<file path="src/rms_pkg.sv">
// constants, states and register map of the mode and status controller
// assumes a 50 MHz clock and the plain register port of the top module
package rms_pkg;

	// ------------------------------------------------------------------
	// clock and times
	// ------------------------------------------------------------------
	localparam int unsigned CLK_HZ = 50_000_000;
	localparam int unsigned CYC_PER_MS = CLK_HZ / 1000;
	localparam int unsigned CFG_BLINK_MS = 1000;
	localparam int unsigned ESC_BLINK_MS = 500;
	localparam int unsigned FAULT_BLINK_MS = 250;
	localparam int unsigned REBOOT_DELAY_MS = 5000;
	localparam int unsigned WAKE_OK_MS = 30;
	localparam int unsigned CFG_BLINK_CYCLES = CFG_BLINK_MS * CYC_PER_MS;
	localparam int unsigned ESC_BLINK_CYCLES = ESC_BLINK_MS * CYC_PER_MS;
	localparam int unsigned FAULT_BLINK_CYCLES = FAULT_BLINK_MS * CYC_PER_MS;
	localparam int unsigned REBOOT_DELAY_CYCLES = REBOOT_DELAY_MS * CYC_PER_MS;
	localparam int unsigned WAKE_OK_CYCLES = WAKE_OK_MS * CYC_PER_MS;

	// ------------------------------------------------------------------
	// service serial settings and configured serial reset values
	// ------------------------------------------------------------------
	localparam logic [31:0] SVC_BAUD = 32'h0000_9600;
	localparam logic [3:0] SVC_DATA_BITS = 4'h8;
	localparam logic [1:0] SVC_PARITY = 2'h0;
	localparam logic [1:0] SVC_STOP_BITS = 2'h1;
	localparam logic [31:0] CFG_BAUD_RST = 32'h0000_2580;
	localparam logic [3:0] CFG_DATA_BITS_RST = 4'h8;
	localparam logic [1:0] CFG_PARITY_RST = 2'h0;
	localparam logic [1:0] CFG_STOP_BITS_RST = 2'h1;

	// ------------------------------------------------------------------
	// register map
	// ------------------------------------------------------------------
	localparam logic [7:0] ADDR_CTRL = 8'h00;
	localparam logic [7:0] ADDR_BAUD = 8'h04;
	localparam logic [7:0] ADDR_FRAME = 8'h08;
	localparam logic [7:0] ADDR_STATUS = 8'h0C;
	localparam logic [7:0] ADDR_FAULT = 8'h10;
	localparam logic [7:0] ADDR_GUARD = 8'h14;
	localparam int CTRL_CMD_MODE = 0;
	localparam int CTRL_ESCAPE = 1;
	localparam int CTRL_CFG_TOOL = 2;
	localparam int CTRL_SLEEP = 3;
	localparam int CTRL_PSAVE = 4;
	localparam logic CMD_MODE_RST = 1'b1;

	// ------------------------------------------------------------------
	// states and indicator patterns
	// ------------------------------------------------------------------
	typedef enum logic [4:0] {
		ST_OFF = 5'b00001,
		ST_ON = 5'b00010,
		ST_SLEEP = 5'b00100,
		ST_PSAVE = 5'b01000,
		ST_SAFE = 5'b10000
	} rms_state_type;

	localparam logic [2:0] PAT_STEADY = 3'h0;
	localparam logic [2:0] PAT_TX = 3'h1;
	localparam logic [2:0] PAT_ESC = 3'h2;
	localparam logic [2:0] PAT_CFG = 3'h3;
	localparam logic [2:0] PAT_FAULT = 3'h4;

endpackage

</file>
<file path="src/rms_ctrl.sv">
// operating mode and status indicator controller of the radio module
// assumes all inputs synchronous to clk_i; frame, transmit and fault
// events come from the radio and firmware sides of the module
//
// Function
// (RULE_01) service low forces serial 38400 8N1
// (RULE_02) service keeps mode; release restores configured serial
// (RULE_03) service low forces text command set on
// (RULE_04) indicator high idle, low during received frame
// (RULE_05) light sleep holds indicator statically low
// (RULE_06) transmitting toggles indicator each transmission interval
// (RULE_07) configuration connection toggles indicator every second
// (RULE_08) escape-enabled commands toggle indicator every 500 ms
// (RULE_09) fault toggles every 250 ms, code readable
// (RULE_10) fault enters safe mode, reboots 5 s later
// (RULE_11) safe mode blocks all radio transmit and receive
// (RULE_12) enable high moves module to on state
// (RULE_13) enable low: off state, volatile settings reset
// (RULE_14) light sleep: radio off, serial logic powered
// (RULE_15) transmit-data change wakes module from sleep
// (RULE_16) after wake, send OK within 30 ms
// (RULE_17) stays on until next sleep command
// (RULE_18) power save: receiver duty cycle follows frame timing
// (RULE_19) host waits for OK before normal traffic
// (RULE_20) indicator priority: fault, config, command, transmit, receive
//
// Our own choices: the plain strobed port and the placing of the registers.
`timescale 1ns/1ps
module rms_ctrl
	import rms_pkg::*;
#(
	parameter int unsigned CFG_BLINK_CYC = CFG_BLINK_CYCLES,
	parameter int unsigned ESC_BLINK_CYC = ESC_BLINK_CYCLES,
	parameter int unsigned FAULT_BLINK_CYC = FAULT_BLINK_CYCLES,
	parameter int unsigned REBOOT_CYC = REBOOT_DELAY_CYCLES,
	parameter int unsigned WAKE_OK_CYC = WAKE_OK_CYCLES
) (
	// clock and reset
	input wire logic clk_i,
	input wire logic reset_i,
	// host pins
	input wire logic module_enable_input_i,
	input wire logic service_access_n_i,
	input wire logic serial_transmit_data_input_i,
	// radio and firmware events
	input wire logic rx_frame_i,
	input wire logic tx_active_i,
	input wire logic tx_interval_tick_i,
	input wire logic fault_detect_i,
	input wire logic [7:0] fault_code_i,
	// register port
	input wire logic [7:0] reg_addr_i,
	input wire logic [31:0] reg_wdata_i,
	input wire logic reg_write_i,
	input wire logic reg_read_i,
	output logic [31:0] reg_rdata_o,
	// indicator and mode outputs
	output logic status_indicator_o,
	output logic radio_enable_o,
	output logic tx_allow_o,
	output logic rx_allow_o,
	output logic text_command_set_enable_o,
	output logic reboot_o,
	output logic ok_send_o,
	output logic [4:0] mode_o,
	// primary serial port settings
	output logic [31:0] serial_baud_o,
	output logic [3:0] serial_data_bits_o,
	output logic [1:0] serial_parity_o,
	output logic [1:0] serial_stop_bits_o
);

	// ------------------------------------------------------------------
	// state
	// ------------------------------------------------------------------
	typedef struct packed {
		rms_state_type st;
		logic cmd_mode;
		logic escape;
		logic cfg_tool;
		logic psave_en;
		logic [31:0] cfg_baud;
		logic [7:0] cfg_frame;
		logic [31:0] guard;
		logic fault_flag;
		logic [7:0] fault_code;
		logic [31:0] safe_cnt;
		logic ok_pend;
		logic [31:0] ok_cnt;
		logic ok_send;
		logic reboot;
		logic txd_prev;
		logic rx_prev;
		logic [31:0] ps_cnt;
		logic [31:0] ps_interval;
		logic [2:0] pat;
		logic [31:0] blink_cnt;
		logic led;
		logic cmd_en;
		logic [31:0] baud;
		logic [7:0] frame;
		logic [31:0] rdata;
	} rms_regs_type;

	rms_regs_type q;
	rms_regs_type n;
	logic tx_ok;
	logic ps_rx_on;
	logic rx_ok;
	logic rx_seen;

	// ------------------------------------------------------------------
	// radio gating
	// ------------------------------------------------------------------
	always_comb begin
		ps_rx_on = (q.ps_interval <= q.guard) || (q.ps_cnt >= q.ps_interval - q.guard); // RULE_18
		tx_ok = (q.st == ST_ON); // RULE_11 RULE_14
		rx_ok = (q.st == ST_ON) || ((q.st == ST_PSAVE) && (ps_rx_on || rx_frame_i)); // RULE_11
		rx_seen = rx_frame_i && rx_ok;
	end

	// ------------------------------------------------------------------
	// next state
	// ------------------------------------------------------------------
	always_comb begin
		logic [31:0] half;
		logic toggle;
		half = 32'h0000_0001;
		toggle = 1'b0;
		n = q;
		n.ok_send = 1'b0;
		n.reboot = 1'b0;
		n.txd_prev = serial_transmit_data_input_i;
		n.rx_prev = rx_seen;
		n.rdata = 32'h0000_0000;

		// register reads, data in the next cycle
		if (reg_read_i) begin
			unique case (reg_addr_i)
				ADDR_CTRL: n.rdata = {27'h0, q.psave_en, 1'b0, q.cfg_tool, q.escape, q.cmd_mode};
				ADDR_BAUD: n.rdata = q.cfg_baud;
				ADDR_FRAME: n.rdata = {24'h0, q.cfg_frame};
				ADDR_STATUS: n.rdata = {22'h0, q.fault_flag, q.led, q.cmd_en,
					~service_access_n_i, 1'b0, q.st};
				ADDR_FAULT: n.rdata = {24'h0, q.fault_code}; // RULE_09
				ADDR_GUARD: n.rdata = q.guard;
				default: n.rdata = 32'h0000_0000;
			endcase
		end

		// register writes
		if (reg_write_i) begin
			unique case (reg_addr_i)
				ADDR_CTRL: begin
					n.cmd_mode = reg_wdata_i[CTRL_CMD_MODE];
					n.escape = reg_wdata_i[CTRL_ESCAPE];
					n.cfg_tool = reg_wdata_i[CTRL_CFG_TOOL];
					n.psave_en = reg_wdata_i[CTRL_PSAVE];
				end
				ADDR_BAUD: n.cfg_baud = reg_wdata_i;
				ADDR_FRAME: n.cfg_frame = reg_wdata_i[7:0];
				ADDR_GUARD: n.guard = reg_wdata_i;
				default: n.guard = n.guard;
			endcase
		end

		// mode sequencing; service access never enters here
		unique case (q.st)
			ST_OFF: begin
				if (module_enable_input_i) begin
					n.st = ST_ON; // RULE_12
				end
			end
			ST_ON: begin
				if (reg_write_i && (reg_addr_i == ADDR_CTRL) && reg_wdata_i[CTRL_SLEEP]) begin
					n.st = ST_SLEEP; // RULE_17
				end else if (n.psave_en) begin
					n.st = ST_PSAVE;
				end
			end
			ST_SLEEP: begin
				if (serial_transmit_data_input_i != q.txd_prev) begin
					n.st = ST_ON; // RULE_15
					n.ok_pend = 1'b1;
					n.ok_cnt = 32'h0000_0000;
				end
			end
			ST_PSAVE: begin
				if (!n.psave_en) begin
					n.st = ST_ON;
				end
			end
			ST_SAFE: begin
				n.safe_cnt = q.safe_cnt + 32'h0000_0001;
				if (q.safe_cnt >= REBOOT_CYC - 1) begin
					n.st = ST_ON; // RULE_10
					n.reboot = 1'b1;
					n.safe_cnt = 32'h0000_0000;
				end
			end
		endcase

		// fault from on or power save mode only; ignored in sleep, off and safe
		if (fault_detect_i && (q.st == ST_ON || q.st == ST_PSAVE)) begin
			n.st = ST_SAFE; // RULE_10
			n.safe_cnt = 32'h0000_0000;
			n.fault_flag = 1'b1;
			n.fault_code = fault_code_i; // RULE_09
		end

		// OK answer after wake
		if (q.ok_pend) begin
			n.ok_cnt = q.ok_cnt + 32'h0000_0001;
			if (q.ok_cnt >= WAKE_OK_CYC - 1) begin
				n.ok_pend = 1'b0;
				n.ok_send = 1'b1; // RULE_16
			end
		end

		// power save frame timing
		if (q.st == ST_PSAVE) begin
			n.ps_cnt = q.ps_cnt + 32'h0000_0001;
			if (rx_seen && !q.rx_prev) begin
				n.ps_interval = q.ps_cnt; // RULE_18
				n.ps_cnt = 32'h0000_0000;
			end
		end else begin
			n.ps_cnt = 32'h0000_0000;
			n.ps_interval = 32'h0000_0000;
		end

		// indicator pattern select, highest first
		if (q.st == ST_SAFE) begin
			n.pat = PAT_FAULT; // RULE_20
		end else if (q.st == ST_SLEEP || q.st == ST_OFF) begin
			n.pat = PAT_STEADY;
		end else if (q.cfg_tool) begin
			n.pat = PAT_CFG;
		end else if (q.escape && !q.cmd_mode) begin
			n.pat = PAT_ESC;
		end else if (tx_active_i && tx_ok) begin
			n.pat = PAT_TX;
		end else begin
			n.pat = PAT_STEADY;
		end
		unique case (n.pat)
			PAT_FAULT: half = FAULT_BLINK_CYC; // RULE_09
			PAT_CFG: half = CFG_BLINK_CYC; // RULE_07
			PAT_ESC: half = ESC_BLINK_CYC; // RULE_08
			default: half = 32'h0000_0001;
		endcase
		if (n.pat != q.pat) begin
			n.blink_cnt = 32'h0000_0000;
		end else if (q.blink_cnt >= half - 1) begin
			n.blink_cnt = 32'h0000_0000;
			toggle = 1'b1;
		end else begin
			n.blink_cnt = q.blink_cnt + 32'h0000_0001;
		end
		unique case (n.pat)
			PAT_FAULT, PAT_CFG, PAT_ESC: n.led = toggle ? ~q.led : q.led;
			PAT_TX: n.led = tx_interval_tick_i ? ~q.led : q.led; // RULE_06
			default: begin
				if (n.st == ST_SLEEP || n.st == ST_OFF) begin
					n.led = 1'b0; // RULE_05
				end else begin
					n.led = ~rx_seen; // RULE_04
				end
			end
		endcase

		// serial settings and command set
		n.cmd_en = n.cmd_mode || n.escape || !service_access_n_i; // RULE_03
		if (!service_access_n_i) begin
			n.baud = SVC_BAUD; // RULE_01
			n.frame = {SVC_DATA_BITS, SVC_PARITY, SVC_STOP_BITS};
		end else begin
			n.baud = n.cfg_baud; // RULE_02
			n.frame = n.cfg_frame;
		end

		// enable low drops all volatile state
		if (!module_enable_input_i) begin
			n.st = ST_OFF; // RULE_13
			n.cmd_mode = CMD_MODE_RST;
			n.escape = 1'b0;
			n.cfg_tool = 1'b0;
			n.psave_en = 1'b0;
			n.guard = 32'h0000_0000;
			n.fault_flag = 1'b0;
			n.fault_code = 8'h00;
			n.safe_cnt = 32'h0000_0000;
			n.ok_pend = 1'b0;
			n.ok_cnt = 32'h0000_0000;
			n.ok_send = 1'b0;
			n.reboot = 1'b0;
			n.ps_cnt = 32'h0000_0000;
			n.ps_interval = 32'h0000_0000;
			n.pat = PAT_STEADY;
			n.blink_cnt = 32'h0000_0000;
			n.led = 1'b0;
		end
	end

	// ------------------------------------------------------------------
	// registers
	// ------------------------------------------------------------------
	always_ff @(posedge clk_i) begin
		if (reset_i) begin
			q <= '0;
			q.st <= ST_OFF;
			q.cmd_mode <= CMD_MODE_RST;
			q.cfg_baud <= CFG_BAUD_RST;
			q.cfg_frame <= {CFG_DATA_BITS_RST, CFG_PARITY_RST, CFG_STOP_BITS_RST};
			q.txd_prev <= 1'b1;
			q.cmd_en <= CMD_MODE_RST;
			q.baud <= CFG_BAUD_RST;
			q.frame <= {CFG_DATA_BITS_RST, CFG_PARITY_RST, CFG_STOP_BITS_RST};
		end else begin
			q <= n;
		end
	end

	// ------------------------------------------------------------------
	// outputs
	// ------------------------------------------------------------------
	assign reg_rdata_o = q.rdata;
	assign status_indicator_o = q.led;
	assign radio_enable_o = (q.st == ST_ON) || (q.st == ST_PSAVE); // RULE_14
	assign tx_allow_o = tx_ok;
	assign rx_allow_o = rx_ok;
	assign text_command_set_enable_o = q.cmd_en;
	assign reboot_o = q.reboot;
	assign ok_send_o = q.ok_send;
	assign mode_o = q.st;
	assign serial_baud_o = q.baud;
	assign serial_data_bits_o = q.frame[7:4];
	assign serial_parity_o = q.frame[3:2];
	assign serial_stop_bits_o = q.frame[1:0];

	// ------------------------------------------------------------------
	// checks
	// ------------------------------------------------------------------
	property p_svc_serial;
		@(posedge clk_i) disable iff (reset_i)
		!service_access_n_i |=> serial_baud_o == SVC_BAUD && serial_data_bits_o == SVC_DATA_BITS;
	endproperty
	a_svc_serial: assert property (p_svc_serial) else $error("service serial not forced"); // RULE_01
	property p_svc_keeps_mode;
		@(posedge clk_i) disable iff (reset_i)
		$fell(service_access_n_i) && module_enable_input_i && q.st == ST_ON && !fault_detect_i
			&& !reg_write_i |=> mode_o == ST_ON;
	endproperty
	a_svc_keeps_mode: assert property (p_svc_keeps_mode) else $error("service changed mode"); // RULE_02
	property p_svc_cmd;
		@(posedge clk_i) disable iff (reset_i)
		!service_access_n_i |=> text_command_set_enable_o;
	endproperty
	a_svc_cmd: assert property (p_svc_cmd) else $error("command set not forced on"); // RULE_03
	property p_sleep_led;
		@(posedge clk_i) disable iff (reset_i)
		mode_o == ST_SLEEP && $past(mode_o) == ST_SLEEP |-> !status_indicator_o;
	endproperty
	a_sleep_led: assert property (p_sleep_led) else $error("indicator high in sleep"); // RULE_05
	property p_fault_entry;
		@(posedge clk_i) disable iff (reset_i)
		fault_detect_i && module_enable_input_i && mode_o == ST_ON
			|=> mode_o == ST_SAFE && q.fault_code == $past(fault_code_i);
	endproperty
	a_fault_entry: assert property (p_fault_entry) else $error("fault did not enter safe mode"); // RULE_10
	property p_safe_block;
		@(posedge clk_i) disable iff (reset_i)
		mode_o == ST_SAFE |-> !tx_allow_o && !rx_allow_o && !radio_enable_o;
	endproperty
	a_safe_block: assert property (p_safe_block) else $error("radio open in safe mode"); // RULE_11
	property p_off;
		@(posedge clk_i) disable iff (reset_i)
		!module_enable_input_i |=> mode_o == ST_OFF && q.fault_code == 8'h00 && !q.escape;
	endproperty
	a_off: assert property (p_off) else $error("enable low did not reset"); // RULE_13
	property p_wake;
		@(posedge clk_i) disable iff (reset_i)
		mode_o == ST_SLEEP && module_enable_input_i && serial_transmit_data_input_i != q.txd_prev
			|=> mode_o == ST_ON && q.ok_pend;
	endproperty
	a_wake: assert property (p_wake) else $error("no wake on transmit-data change"); // RULE_15
	property p_ok_after_wake;
		@(posedge clk_i) disable iff (reset_i)
		ok_send_o |-> $past(q.ok_pend) && !q.ok_pend;
	endproperty
	a_ok_after_wake: assert property (p_ok_after_wake) else $error("OK without wake"); // RULE_16
	property p_rx_led;
		@(posedge clk_i) disable iff (reset_i)
		module_enable_input_i && mode_o == ST_ON && !q.cfg_tool && !(q.escape && !q.cmd_mode)
			&& !tx_active_i && !fault_detect_i && !reg_write_i
			|=> status_indicator_o == !$past(rx_frame_i);
	endproperty
	a_rx_led: assert property (p_rx_led) else $error("receive indicator wrong"); // RULE_04 RULE_20

endmodule

</file>
<file path="config.mk">
export PLATFORM = sky130hd
export DESIGN_NAME = rms_ctrl
export DESIGN_NICKNAME = d
export VERILOG_FILES = /design/src/rms_pkg.sv /design/src/rms_ctrl.sv
export SDC_FILE = /design/constraint.sdc
export NUM_CORES = 1
export LEC_CHECK = 0
export BUFFER_PORTS_ARGS = -buffer_cell sky130_fd_sc_hd__buf_2
export CORE_MARGIN = 2
export CORE_UTILIZATION = 60
export DETAILED_ROUTE_END_ITERATION = 8
export MAX_ROUTING_LAYER = met4
export PLACE_DENSITY = 0.8
export REMOVE_ABC_BUFFERS = 1
export SETUP_SLACK_MARGIN = 0.2
export SYNTH_ARGS = -nofsm -noshare
export SYNTH_HDL_FRONTEND = slang
export SYNTH_SLANG_ARGS = --single-unit
</file>
<file path="constraint.sdc">
create_clock -name clk_i -period 6.9 [get_ports clk_i]
set_input_delay 1.035 -clock clk_i [delete_from_list [all_inputs] [get_ports clk_i]]
set_output_delay 1.035 -clock clk_i [all_outputs]
set_load 0.02 [all_outputs]
</file>
==> After elaboration in Yosys (flattened, before gate mapping) <==
Cells that the tools add are included.
{ "op_classes": {"addsub": 6, "n_lt_le_gt_ge": 5, "n_eq_ne": 20, "n_mux": 34, "n_bitwise": 8, "reduce_logical": 36} }
{ "ops": {"columns": ["operator", "count"], "rows": [
  ["$pmux 32 s6", 1],
  ["$add 32x1->32 const B", 4],
  ["$mux 32", 3],
  ["$pmux 26 s3", 1],
  ["$mux 76", 1],
  ["$mux 33", 2],
  ["$ge 32x32->1", 2],
  ["$mux 5", 7],
  ["$mux 34", 1],
  ["$ge 32x21->1 const B", 1],
  ["$ge 32x28->1 const B", 1],
  ["$le 32x32->1", 1],
  ["$sub 32x1->32 const B", 1],
  ["$sub 32x32->32", 1],
  ["$pmux 5 s5", 1],
  ["$mux 24", 1],
  ["$eq 8x4->1 const B", 2],
  ["$eq 8x5->1 const B", 2],
  ["$reduce_or 3->1", 5],
  ["$eq 5x1->1 const B", 2],
  ["$eq 5x3->1 const B", 2],
  ["$mux 1", 9],
  ["$eq 8x3->1 const B", 1],
  ["$logic_and 1x1->1", 8],
  ["other kinds (22)", 49]
]} }
{ "word_totals": {"register_bits": 332, "input_bits": 59, "out_inout_bits": 84} }

==> Depth between registers and ports, before layout <==
Gate-level depths: netlist of run 1.
{ "depth": {"word_depth": 15, "depth_mapped": 21} }

==> Worst setup path before layout of run 1 <==
OpenSTA, ideal clock, no wires.
{ "synth_path": {"path_type": "reg2out", "startpoint": "register q[109] in the netlist's numbering", "endpoint": "output rx_allow_o", "t_arrival_ns": 3.905, "setup_slack_ns": 1.960, "path_stages_with_launch": 22, "n_path_buf": 0, "path_cell_list": "dfxtp_1 -> inv_1 -> ha_1 -> fa_1 -> and2b_1 -> o211ai_1 -> a21boi_1 -> o41ai_2 -> o311ai_2 -> a21oi_4 -> o21ai_1 -> o21ai_0 -> xor2_1 -> ha_1 -> nor2b_1 -> o21ai_0 -> nand2b_1 -> a21oi_1 -> nand3_1 -> a2111oi_0 -> nor3_1 -> a21o_1"} }
{ "synth_via": {"elab_chain_cells": 6, "word_cells_on_any_way": 7} }
{ "synth_lines": {"columns": ["item", "line_no", "text"], "rows": [
  ["start, declared", "rms_ctrl.sv:105", "rms_regs_type q;"],
  ["start signal, assigned", "rms_ctrl.sv:320", "q <= n;"],
  ["$sub 32x32->32", "rms_ctrl.sv:116", "ps_rx_on = (q.ps_interval <= q.guard) || (q.ps_cnt >= q.ps_interval - q.guard);"],
  ["$ge 32x32->1", "rms_ctrl.sv:116", null],
  ["$logic_or 1x1->1 (*)", "rms_ctrl.sv:116", null],
  ["$logic_or 1x1->1 (*)", "rms_ctrl.sv:118", "rx_ok = (q.st == ST_ON) || ((q.st == ST_PSAVE) && (ps_rx_on || rx_frame_i));"],
  ["$logic_and 1x1->1 (*)", "rms_ctrl.sv:118", null],
  ["$logic_or 1x1->1 (*)", "rms_ctrl.sv:118", null],
  ["end, declared", "rms_ctrl.sv:61", "output logic rx_allow_o,"]
]} }
Mark *: on every way between the ends. The rest lies on a longest branch, timed or not.

==> Worst setup path after layout of run 1 <==
{ "layout_path": {"startpoint": "register q[252] in the netlist's numbering", "endpoint": "output rx_allow_o"} }
Same word-level chain as after synthesis.

==> flow_summary.yaml, run 1 <==
hold_path:
  hold_path_end: "q[136]"
  holdCritPathClass: "flip-flop to flip-flop"
  worstHoldStart: "q[136]"
  worstHoldPathCells: 2
drt:
  detail-route-antenna-nets: 0
  initialDrtViolationCount: 1068
  routed-via-count: 13722
  vias_per_cell: 5.85
  wirelength_mm: 40.7
  drc_errors: 0
  dr.pass1.iters: 6
  routedWlPerCell_um: 17.3
finish:
  fin_nets: 2130
  fin_cells: 2347
  final_cell_mix: "dfxtp_1, nand2_1, nor2_1, a21oi_1, buf_2"
  num-fill-cells: 2167
  drive_gt1_share_pct: 12.2
  final_common_cell: "dfxtp_1"
  area_growth_pct: 9.71
power_and_ir_drop:
  leakage_nw: 6.85
  p_per_area_mw_per_mm2: 227
  fin_total_pwr_mw: 4.04
  ir_drop_v: 0.000201
sta:
  finalCriticalPeriod_ps: 6210
  finalHoldWorstSlack_ps: 463
  post-route-period-util_pct: 90.0
  slew_headroom_pct: 17.5
  hold_viol_final: 0
  slew_viol_final: 0
  skew_ps: 13.2
  max_freq_mhz: 161
  worst_pin_slew_ps: 1240
  finalSetupViolations: 0
  finalSetupTns_ps: 0
  rsz0062_at_grt: "no"
placement:
  routabilityCongestion: 0.938
  io_buffers: 142
  dp_hpwl_mm: 28.6
  place_inst: 2281
grt:
  grt_pass1_wl_mm: 65.2
  grt_pass1_vias: 13266
  antenna_found_initial: 4
  grt_usage_pct: 28.8
  grt_max_degree: 56
  overflow: 0
cts:
  cts_tree: "built"
  path_clk_slew_ps: 60
  root_buffer: "clkbuf_16"
  htree_num_levels: 2
  cts-buffers-inserted: 36
  worstSkewPairLatency_ps: 520
  hold_buffers: 0
  cts.sinks: 332
  clockBufferDepth: 3
worst_setup_path:
  r2r_end: "status_indicator_o"
  crit_arrival_ps: 5170
  critical_path_buf_inv_count: 2
  endpoint_kind: "output pin"
  r2r_cells: 14
  cp_common_cell: "a21oi_1"
  r2r-start: "mode_o[4]"
  regToRegSetupSlack_ps: 2560
  critPathLaunchType: "flip-flop"
  cp_slowest_stage_delay_ps: 460
  slowest_stage: "o41a_1"
  worstSetupPathType: "flip-flop to output pin"
  crit_fanout: 4
  worstPathRequired_ps: 5860
  cpLargestDelayFamily: "compound AO/OA/AOI/OAI gates"
  worstPathCellList: "inv_1 > ha_1 > nor2b_1 > o31ai_1 > a21oi_1 > a221o_1 > nand3_1 > o41a_1 > a21boi_1 > a21oi_1 > xor2_1 > ha_1 > a21oi_1 > nor2b_1 > o21ai_0 > nand2b_1 > a21oi_1 > nand3_1 > a2111oi_0 > nor3_1 > a21o_1 > buf_2"
floorplan:
  dieWidth_um: 168
  start_util_pct: 60.7
  fp-row-count: 60
  die-area_mm2: 0.0284
  pin_count: 143
  die_h_um: 168
  coreArea_mm2: 0.0267
run_status:
  outcome: "finished, final reports clean"
yosys:
  ys_seq_area_share_pct: 41.0
  syn_area_per_cell_um2: 8.36
  synth.cell_area_mm2: 0.0162
  ys_ff_latch: 332
  netlist_instances: 1940
  synth_edf_count: 0
  async_reset_ff_share_pct: 0
  synth_cell_types: 87
  ys_warn_count: 0
  yosys_most_used_dff: "dfxtp_1"
job:
  drv_cap: 0
## worst max-delay path by stage
stage | from | depth (start not counted) | endpoint
2_1_floorplan | q[109] | 21 | rx_allow_o
3_3_place_gp | q[109] | 22 | rx_allow_o
3_5_place_dp | q[109] | 22 | rx_allow_o
4_1_cts | q[109] | 22 | rx_allow_o
5_1_grt | q[252] | 22 | rx_allow_o
6_report | q[252] | 22 | rx_allow_o
## where the power goes
group	switching [mW]	internal, mW	total [mW]
sequential	0.00544	1.92	1.93
clock	0.770	1.25	2.02
combinational	0.0642	0.0286	0.0927
total	0.840	3.20	4.04
## stage by stage
step | utilization [%] | cell area (um^2) | worst slack (ps)
after floorplan | - | 15300 | 1960
after global placement | 61.9 | 16500 | 1300
after detailed placement | 61.9 | 16500 | 1180
after global routing | 66.6 | 17800 | 239
final | 66.6 | 17800 | 691
after CTS | 66.5 | 17800 | 607
## cells in the mapped netlist (3+ instances only)
library cell    n  area share (%)
a21o_1         21            0.97
o31ai_1         5            0.23
xnor2_1        60             3.2
and4_1          8            0.43
buf_2          11            0.34
o21a_1          6            0.28
nand2b_1       16            0.62
nand3_1        69             2.1
xor2_1         75             4.0
nor4_1          8            0.31
o21ai_0        42             1.3
nor3_2          3            0.19
nor2b_1        11            0.42
nor3_1         13            0.40
a31oi_1         8            0.31
and3_1         28             1.1
and2_1         42             1.6
nor3b_1         4            0.19
clkbuf_1       60             1.4
or2_2           6            0.23
nand2_1       301             7.0
or3_1          11            0.42
mux2i_1        15            0.93
ha_1           92             7.1
a222oi_1       11            0.68
dfxtp_1       332              41
o211ai_1        5            0.23
a21oi_1       181             5.6
nand4_1        32             1.2
a211oi_1        5            0.23
buf_4          80             3.7
buf_6           3            0.21
inv_1          56             1.3
o21ai_1         3           0.092
nor2_1        223             5.2
a22oi_1        29             1.3
## tightest hold or removal path, stage by stage, from the launching register on
cell and delay (ps):
dfxtp_1 310, nand2_1 50, a21oi_1 50
## cells by family (layout without fill, tap and decap cells)
group / count (synthesis) / after routing / share of synthesized area [%]
multiplexers: 16 / 16 / 0.995
buffers and inverters: 213 / 271 / 7.00
other: 2 / 10 / 0.0463
adder cells (fa/ha/maj): 93 / 93 / 7.22
flip-flops: 332 / 332 / 41.0
AO/OA/AOI/OAI: 347 / 347 / 13.4
XOR/XNOR: 135 / 135 / 7.29
AND/OR/NAND/NOR: 802 / 802 / 23.1
## registers in the layout, summed over array words and instances, names as in the netlist
| name | count |
|---|---|
| serial_data_bits_o | 4 |
| text_command_set_enable_o | 1 |
| reboot_o | 1 |
| mode_o | 5 |
| serial_parity_o | 2 |
| ok_send_o | 1 |
| serial_baud_o | 32 |
| q | 251 |
| serial_stop_bits_o | 2 |
| reg_rdata_o | 32 |
| status_indicator_o | 1 |
## cell type report
cell class / instances / area, um^2 / area share (%)
clock buffer: 50 / 1050 / 5.88
timing repair buffer: 152 / 786 / 4.41
multi-input combinational: 1399 / 8470 / 47.6
antenna: 4 / 10.0 / 0.0562
sequential: 332 / 6650 / 37.3
inverter: 57 / 214 / 1.20
clock inverter: 12 / 201 / 1.13
tap: 341 / 427 / 2.40
## metal layers
layer  vias to the layer above  GRT usage (%)  wire length [um]
li1                       6602              -                 -
met1                      6518           35.4             17400
met2                       494           47.5             19000
met3                       108           4.42              2580
met4                         0           12.3              1660
met5                         -              -                 0
## timing repair
action | in CTS | in global routing
resized for setup | 0 | 1
buffers inserted | 0 | 0
endpoints found under the setup margin | 0 | 1
(Power assumes the default switching activity.)
==> run 2: changes to the inputs <==
CELL_PAD_IN_SITES_DETAIL_PLACEMENT = 1   (was default)
CELL_PAD_IN_SITES_GLOBAL_PLACEMENT = 2   (was default)
CORE_UTILIZATION = 39   (was 60)
PLACE_DENSITY = default   (was 0.8)
PLACE_DENSITY_LB_ADDON = 0.1   (was default)
==> run 2 against run 1 <==
- non-clock buffer count increased by 4
- clock power increased by 7%
- core utilization decreased by 22 points
- final area increased by 2.2%
- combinational power increased by 2%
- maximum frequency decreased by 1.5%
- total power increased by 3.8%
- critical path type unchanged
- critical endpoint unchanged
- highest routed layer unchanged
==> flow_summary.yaml, run 2 (synthesized netlist as in run 1, its figures left out) <==
run_status:
  outcome: "finished, final reports clean"
cts:
  cts_tree: "built"
  root_buffer: "clkbuf_16"
  clockBufferDepth: 3
  path_clk_slew_ps: 60
  cts.sinks: 332
  cts_setup_buffers: 0
  cts-buffers-inserted: 40
  htree_num_levels: 2
  worstSkewPairLatency_ps: 570
power_and_ir_drop:
  leakage_nw: 6.92
  p_per_area_mw_per_mm2: 230
  ir_drop_v: 0.000159
sta:
  slew_viol_final: 0
  hold_viol_final: 0
  slew_headroom_pct: 49.3
  max_freq_mhz: 159
  finalSetupViolations: 0
  finalSetupTns_ps: 0
  worst_pin_slew_ps: 760
  post-route-period-util_pct: 91.3
  rsz0062_at_grt: "no"
  finalCriticalPeriod_ps: 6300
  skew_ps: 16.7
hold_path:
  worstHoldPathCells: 2
  holdCritPathClass: "flip-flop to flip-flop"
  hold_path_end: "q[120]"
  worstHoldStart: "q[120]"
finish:
  largest_reg_flops: 251
  final_cell_mix: "dfxtp_1, nand2_1, nor2_1, a21oi_1, buf_2"
  area_growth_pct: 12.1
  fin_nets: 2138
  finalCoreUtilization_pct: 44.5
  final_cell_area_mm2: 0.0182
  final_common_cell: "dfxtp_1"
  top_register: "q"
  fin_cells: 2549
  drive_gt1_share_pct: 12.8
placement:
  place_inst: 2476
  dp_hpwl_mm: 34.2
  io_buffers: 142
  routabilityCongestion: 0.865
  dpl_cell_area_mm2: 0.0168
drt:
  routedWlPerCell_um: 18.6
  routed-via-count: 13371
  dr.pass1.iters: 5
  wirelength_mm: 47.4
  drc_errors: 0
  initialDrtViolationCount: 548
  detail-route-antenna-nets: 0
  vias_per_cell: 5.25
job:
  drv_cap: 0
worst_setup_path:
  r2r_cells: 16
  critPathLaunchType: "flip-flop"
  crit_fanout: 6
  regToRegSetupSlack_ps: 2730
  worstSetupPathType: "flip-flop to output pin"
  r2r_end: "status_indicator_o"
  endpoint_kind: "output pin"
  worstPathRequired_ps: 5860
  crit_arrival_ps: 5270
  r2r-start: "mode_o[1]"
grt:
  grt_usage_pct: 22.5
  overflow: 0
  grt_pass1_vias: 14039
  antenna_found_initial: 5
  grt_pass1_wl_mm: 76.2
  grt_max_degree: 56
floorplan:
  coreArea_mm2: 0.0409
  pin_count: 143
  fp-row-count: 74
  die-area_mm2: 0.0433
  start_util_pct: 39.7
  die_h_um: 208
  dieWidth_um: 208
==> run 2: how the worst max path moves through the flow <==
stage	from	to	slack [ps]	cells past startpoint
after floorplan	q[109]	rx_allow_o	1960	21
after global placement	q[109]	rx_allow_o	1150	22
after detailed placement	q[252]	rx_allow_o	980	22
after CTS	q[252]	rx_allow_o	370	22
after global routing	q[252]	rx_allow_o	230	22
final	q[109]	rx_allow_o	600	22
==> run 2: metal layers <==
layer  GRT usage [%]  vias up  routed length (um)
met1            27.2     6480               21500
li1                -     6604                   -
met4            8.22        0                1520
met3            3.34       78                1650
met5               -        -                   0
met2            37.9      209               22700
==> run 2: per-stage QoR <==
step | worst slack [ps] | hold slack [ps] | total power, mW
6_report | 599 | 458 | 4.19
5_1_grt | 232 | 487 | 4.33
4_1_cts | 365 | 462 | 4.25
3_5_place_dp | 981 | 454 | 2.07
3_3_place_gp | 1150 | 448 | 2.06
2_1_floorplan | 1960 | 436 | 2.01
==> run 2: cell type report <==
cell class	count	area [um^2]
flip-flops and latches	332	6650
repair buffers	156	816
diodes	5	12.5
well taps	532	666
fillers	4907	22700
clock buffers	61	1220
multi-input cells	1399	8500
clock inverters	7	121
inverters	57	214
==> run 2: where the power goes <==
| group | switching (mW) | total (mW) | leakage [nW] | internal, mW |
|---|---|---|---|---|
| registers | 0.00570 | 1.93 | 2.68 | 1.92 |
| clock network | 0.840 | 2.17 | 0.660 | 1.33 |
| logic | 0.0655 | 0.0945 | 3.58 | 0.0289 |
| total | 0.911 | 4.19 | 6.92 | 3.28 |
==> run 2: worst max-delay path, cell delays in order, from the launching register on <==
cell and delay (ps):
dfxtp_1 320, inv_1 40, ha_1 220, fa_1 410, and2b_1 230, o211ai_1 90
a21boi_1 310, o41ai_4 160, o311ai_4 370, a21oi_4 150, o21ai_1 230, o21ai_0 160
xor2_1 170, ha_1 300, nor2b_1 140, o21ai_0 190, nand2b_1 80, a21oi_1 240
nand3_1 160, a2111oi_2 290, nor3_1 110, a21o_1 190, buf_2 160
==> run 2: repair_timing <==
action	in CTS	in global routing
endpoints found under the setup margin	0	1
hold buffers	0	0
gates resized for setup	0	5
==> run 3: changes to the inputs <==
CORE_UTILIZATION = 36   (was 39)
clock period = 6.62 ns   (was 6.9 ns; I/O delays follow)
==> run 3 against run 2 <==
- non-clock buffer count did not move
- clock power about the same
- global-route usage shrank 1.2 points
- core utilization down 3.3 points
- largest power group unchanged
- highest routed layer unchanged
- worst setup slack got worse by 77 ps
- die area up 8.2%
==> flow_summary.yaml, run 3 (synthesized netlist as in run 1, its figures left out) <==
hold_path:
  holdCritPathClass: "flip-flop to flip-flop"
cts:
  hold_buffers: 0
  path_clk_slew_ps: 60
  worstSkewPairLatency_ps: 570
  cts_tree: "built"
  root_buffer: "clkbuf_16"
  cts_setup_buffers: 0
  htree_num_levels: 2
  cts.sinks: 332
  clockBufferDepth: 3
  cts-buffers-inserted: 39
grt:
  antenna_found_initial: 5
  grt_pass1_vias: 13935
  grt_usage_pct: 21.2
  grt_max_degree: 56
  grt_pass1_wl_mm: 77.0
  overflow: 0
finish:
  seq_area_mm2: 0.00665
  largest_reg_flops: 251
  drive_gt1_share_pct: 13.0
  multiInputGateArea_mm2: 0.00853
  num-fill-cells: 5342
  final_common_cell: "dfxtp_1"
  fin_cells: 2609
  top_register: "q"
  area_growth_pct: 12.4
  fin_nets: 2137
  final_cell_mix: "dfxtp_1, nand2_1, nor2_1, a21oi_1, buf_2"
placement:
  io_buffers: 142
  place_inst: 2536
  dp_hpwl_mm: 34.7
  routabilityCongestion: 0.833
  post-place-ws_ps: 688
power_and_ir_drop:
  seqPwrFrac_pct: 47.3
  leakage_nw: 6.91
  power.internal_mw: 3.30
  p_sw_share_pct: 22.5
  p_comb_share_pct: 2.4
  power.switching_mw: 0.955
  ir_drop_v: 0.000175
  clkPwrFrac_pct: 50.4
  p_per_area_mw_per_mm2: 233
sta:
  skew_ps: 19.9
  worst_pin_slew_ps: 793
  max_freq_mhz: 164
  setup_ws_ps: 522
  finalSetupTns_ps: 0
  slew_viol_final: 0
  hold_viol_final: 0
  rsz0062_at_grt: "no"
  finalCriticalPeriod_ps: 6100
  finalSetupViolations: 0
  finalHoldWorstSlack_ps: 459
  post-route-period-util_pct: 92.1
  slew_headroom_pct: 47.2
floorplan:
  coreArea_mm2: 0.0443
  die_h_um: 216
  die-area_mm2: 0.0468
  start_util_pct: 36.6
  dieWidth_um: 216
  pin_count: 143
  fp-row-count: 77
worst_setup_path:
  endpoint_kind: "output pin"
  worstSetupPathType: "flip-flop to output pin"
  worstPathRequired_ps: 5630
  crit_arrival_ps: 5100
  critPathLaunchType: "flip-flop"
  crit_fanout: 6
job:
  drv_cap: 0
drt:
  met2_length_mm: 23.9
  detail-route-antenna-nets: 0
  wirelength_mm: 48.1
  routed-via-count: 13389
  wl_met1_mm: 21.4
  routedWlPerCell_um: 18.4
  wl_met3_mm: 1.84
  dr.pass1.iters: 5
  initialDrtViolationCount: 570
  top_layer: "met4"
  drc_errors: 0
  vias_per_cell: 5.13
run_status:
  outcome: "finished, final reports clean"
==> run 3: per-stage QoR <==
| stage | power, mW | utilization (%) | cell area [um^2] |
|---|---|---|---|
| floorplan | 2.09 | - | 15300 |
| global placement | 2.15 | 38.1 | 16900 |
| detailed placement | 2.15 | 38.1 | 16900 |
| CTS | 4.32 | 41.0 | 18200 |
| global route | 4.41 | 41.2 | 18200 |
| finish | 4.25 | 41.2 | 18200 |
==> run 3: cell type report <==
class / count / area share, %
tap: 592 / 4.06
inverter: 57 / 1.17
sequential: 332 / 36.4
antenna: 5 / 0.0686
timing repair buffer: 156 / 4.47
multi-input combinational: 1399 / 46.8
clock buffer: 58 / 6.40
clock inverter: 10 / 0.631
==> run 3: critical path, cell delays in order, from the launching register on <==
cell and delay, ps:
dfxtp_1 320, inv_1 40, ha_1 210, fa_1 410
and2b_1 230, o211ai_1 120, a21boi_2 250, o41ai_4 140
o311ai_4 370, a21oi_4 150, o21ai_1 200, o21ai_0 140
xor2_1 160, ha_1 300, nor2b_1 130, o21ai_0 150
nand2b_1 100, a21oi_2 180, nand3_1 170, a2111oi_4 290
nor3_1 100, a21o_1 190, buf_2 160
==> run 3: final timing paths <==
check,start,slack [ps],end,cells after the start
min,q[109],460,q[109],2
max,q[109],520,rx_allow_o,22
min reg2reg,q[109],460,q[109],2
max reg2reg,mode_o[4],2290,status_indicator_o,15
==> run 3: power groups by stage <==
stage	Clock, mW	Sequential, mW	Combinational (mW)
floorplan	0	2.05	0.0349
global placement	0	2.05	0.0992
detailed placement	0	2.05	0.100
CTS	2.21	2.01	0.101
global route	2.29	2.01	0.111
finish	2.14	2.01	0.100
==> run 3: per-layer routing <==
layer | vias up | track usage (%)
li1 | 6617 | -
met1 | 6494 | 25.7
met2 | 211 | 36.7
met3 | 67 | 3.52
met4 | 0 | 5.48
met5 | - | -
==> run 3: what timing repair did <==
| item | 4_1_cts | 5_1_grt |
|---|---|---|
| pin swaps | 0 | 1 |
| setup endpoints to repair | 1 | 1 |
| gates resized for setup | 2 | 8 |
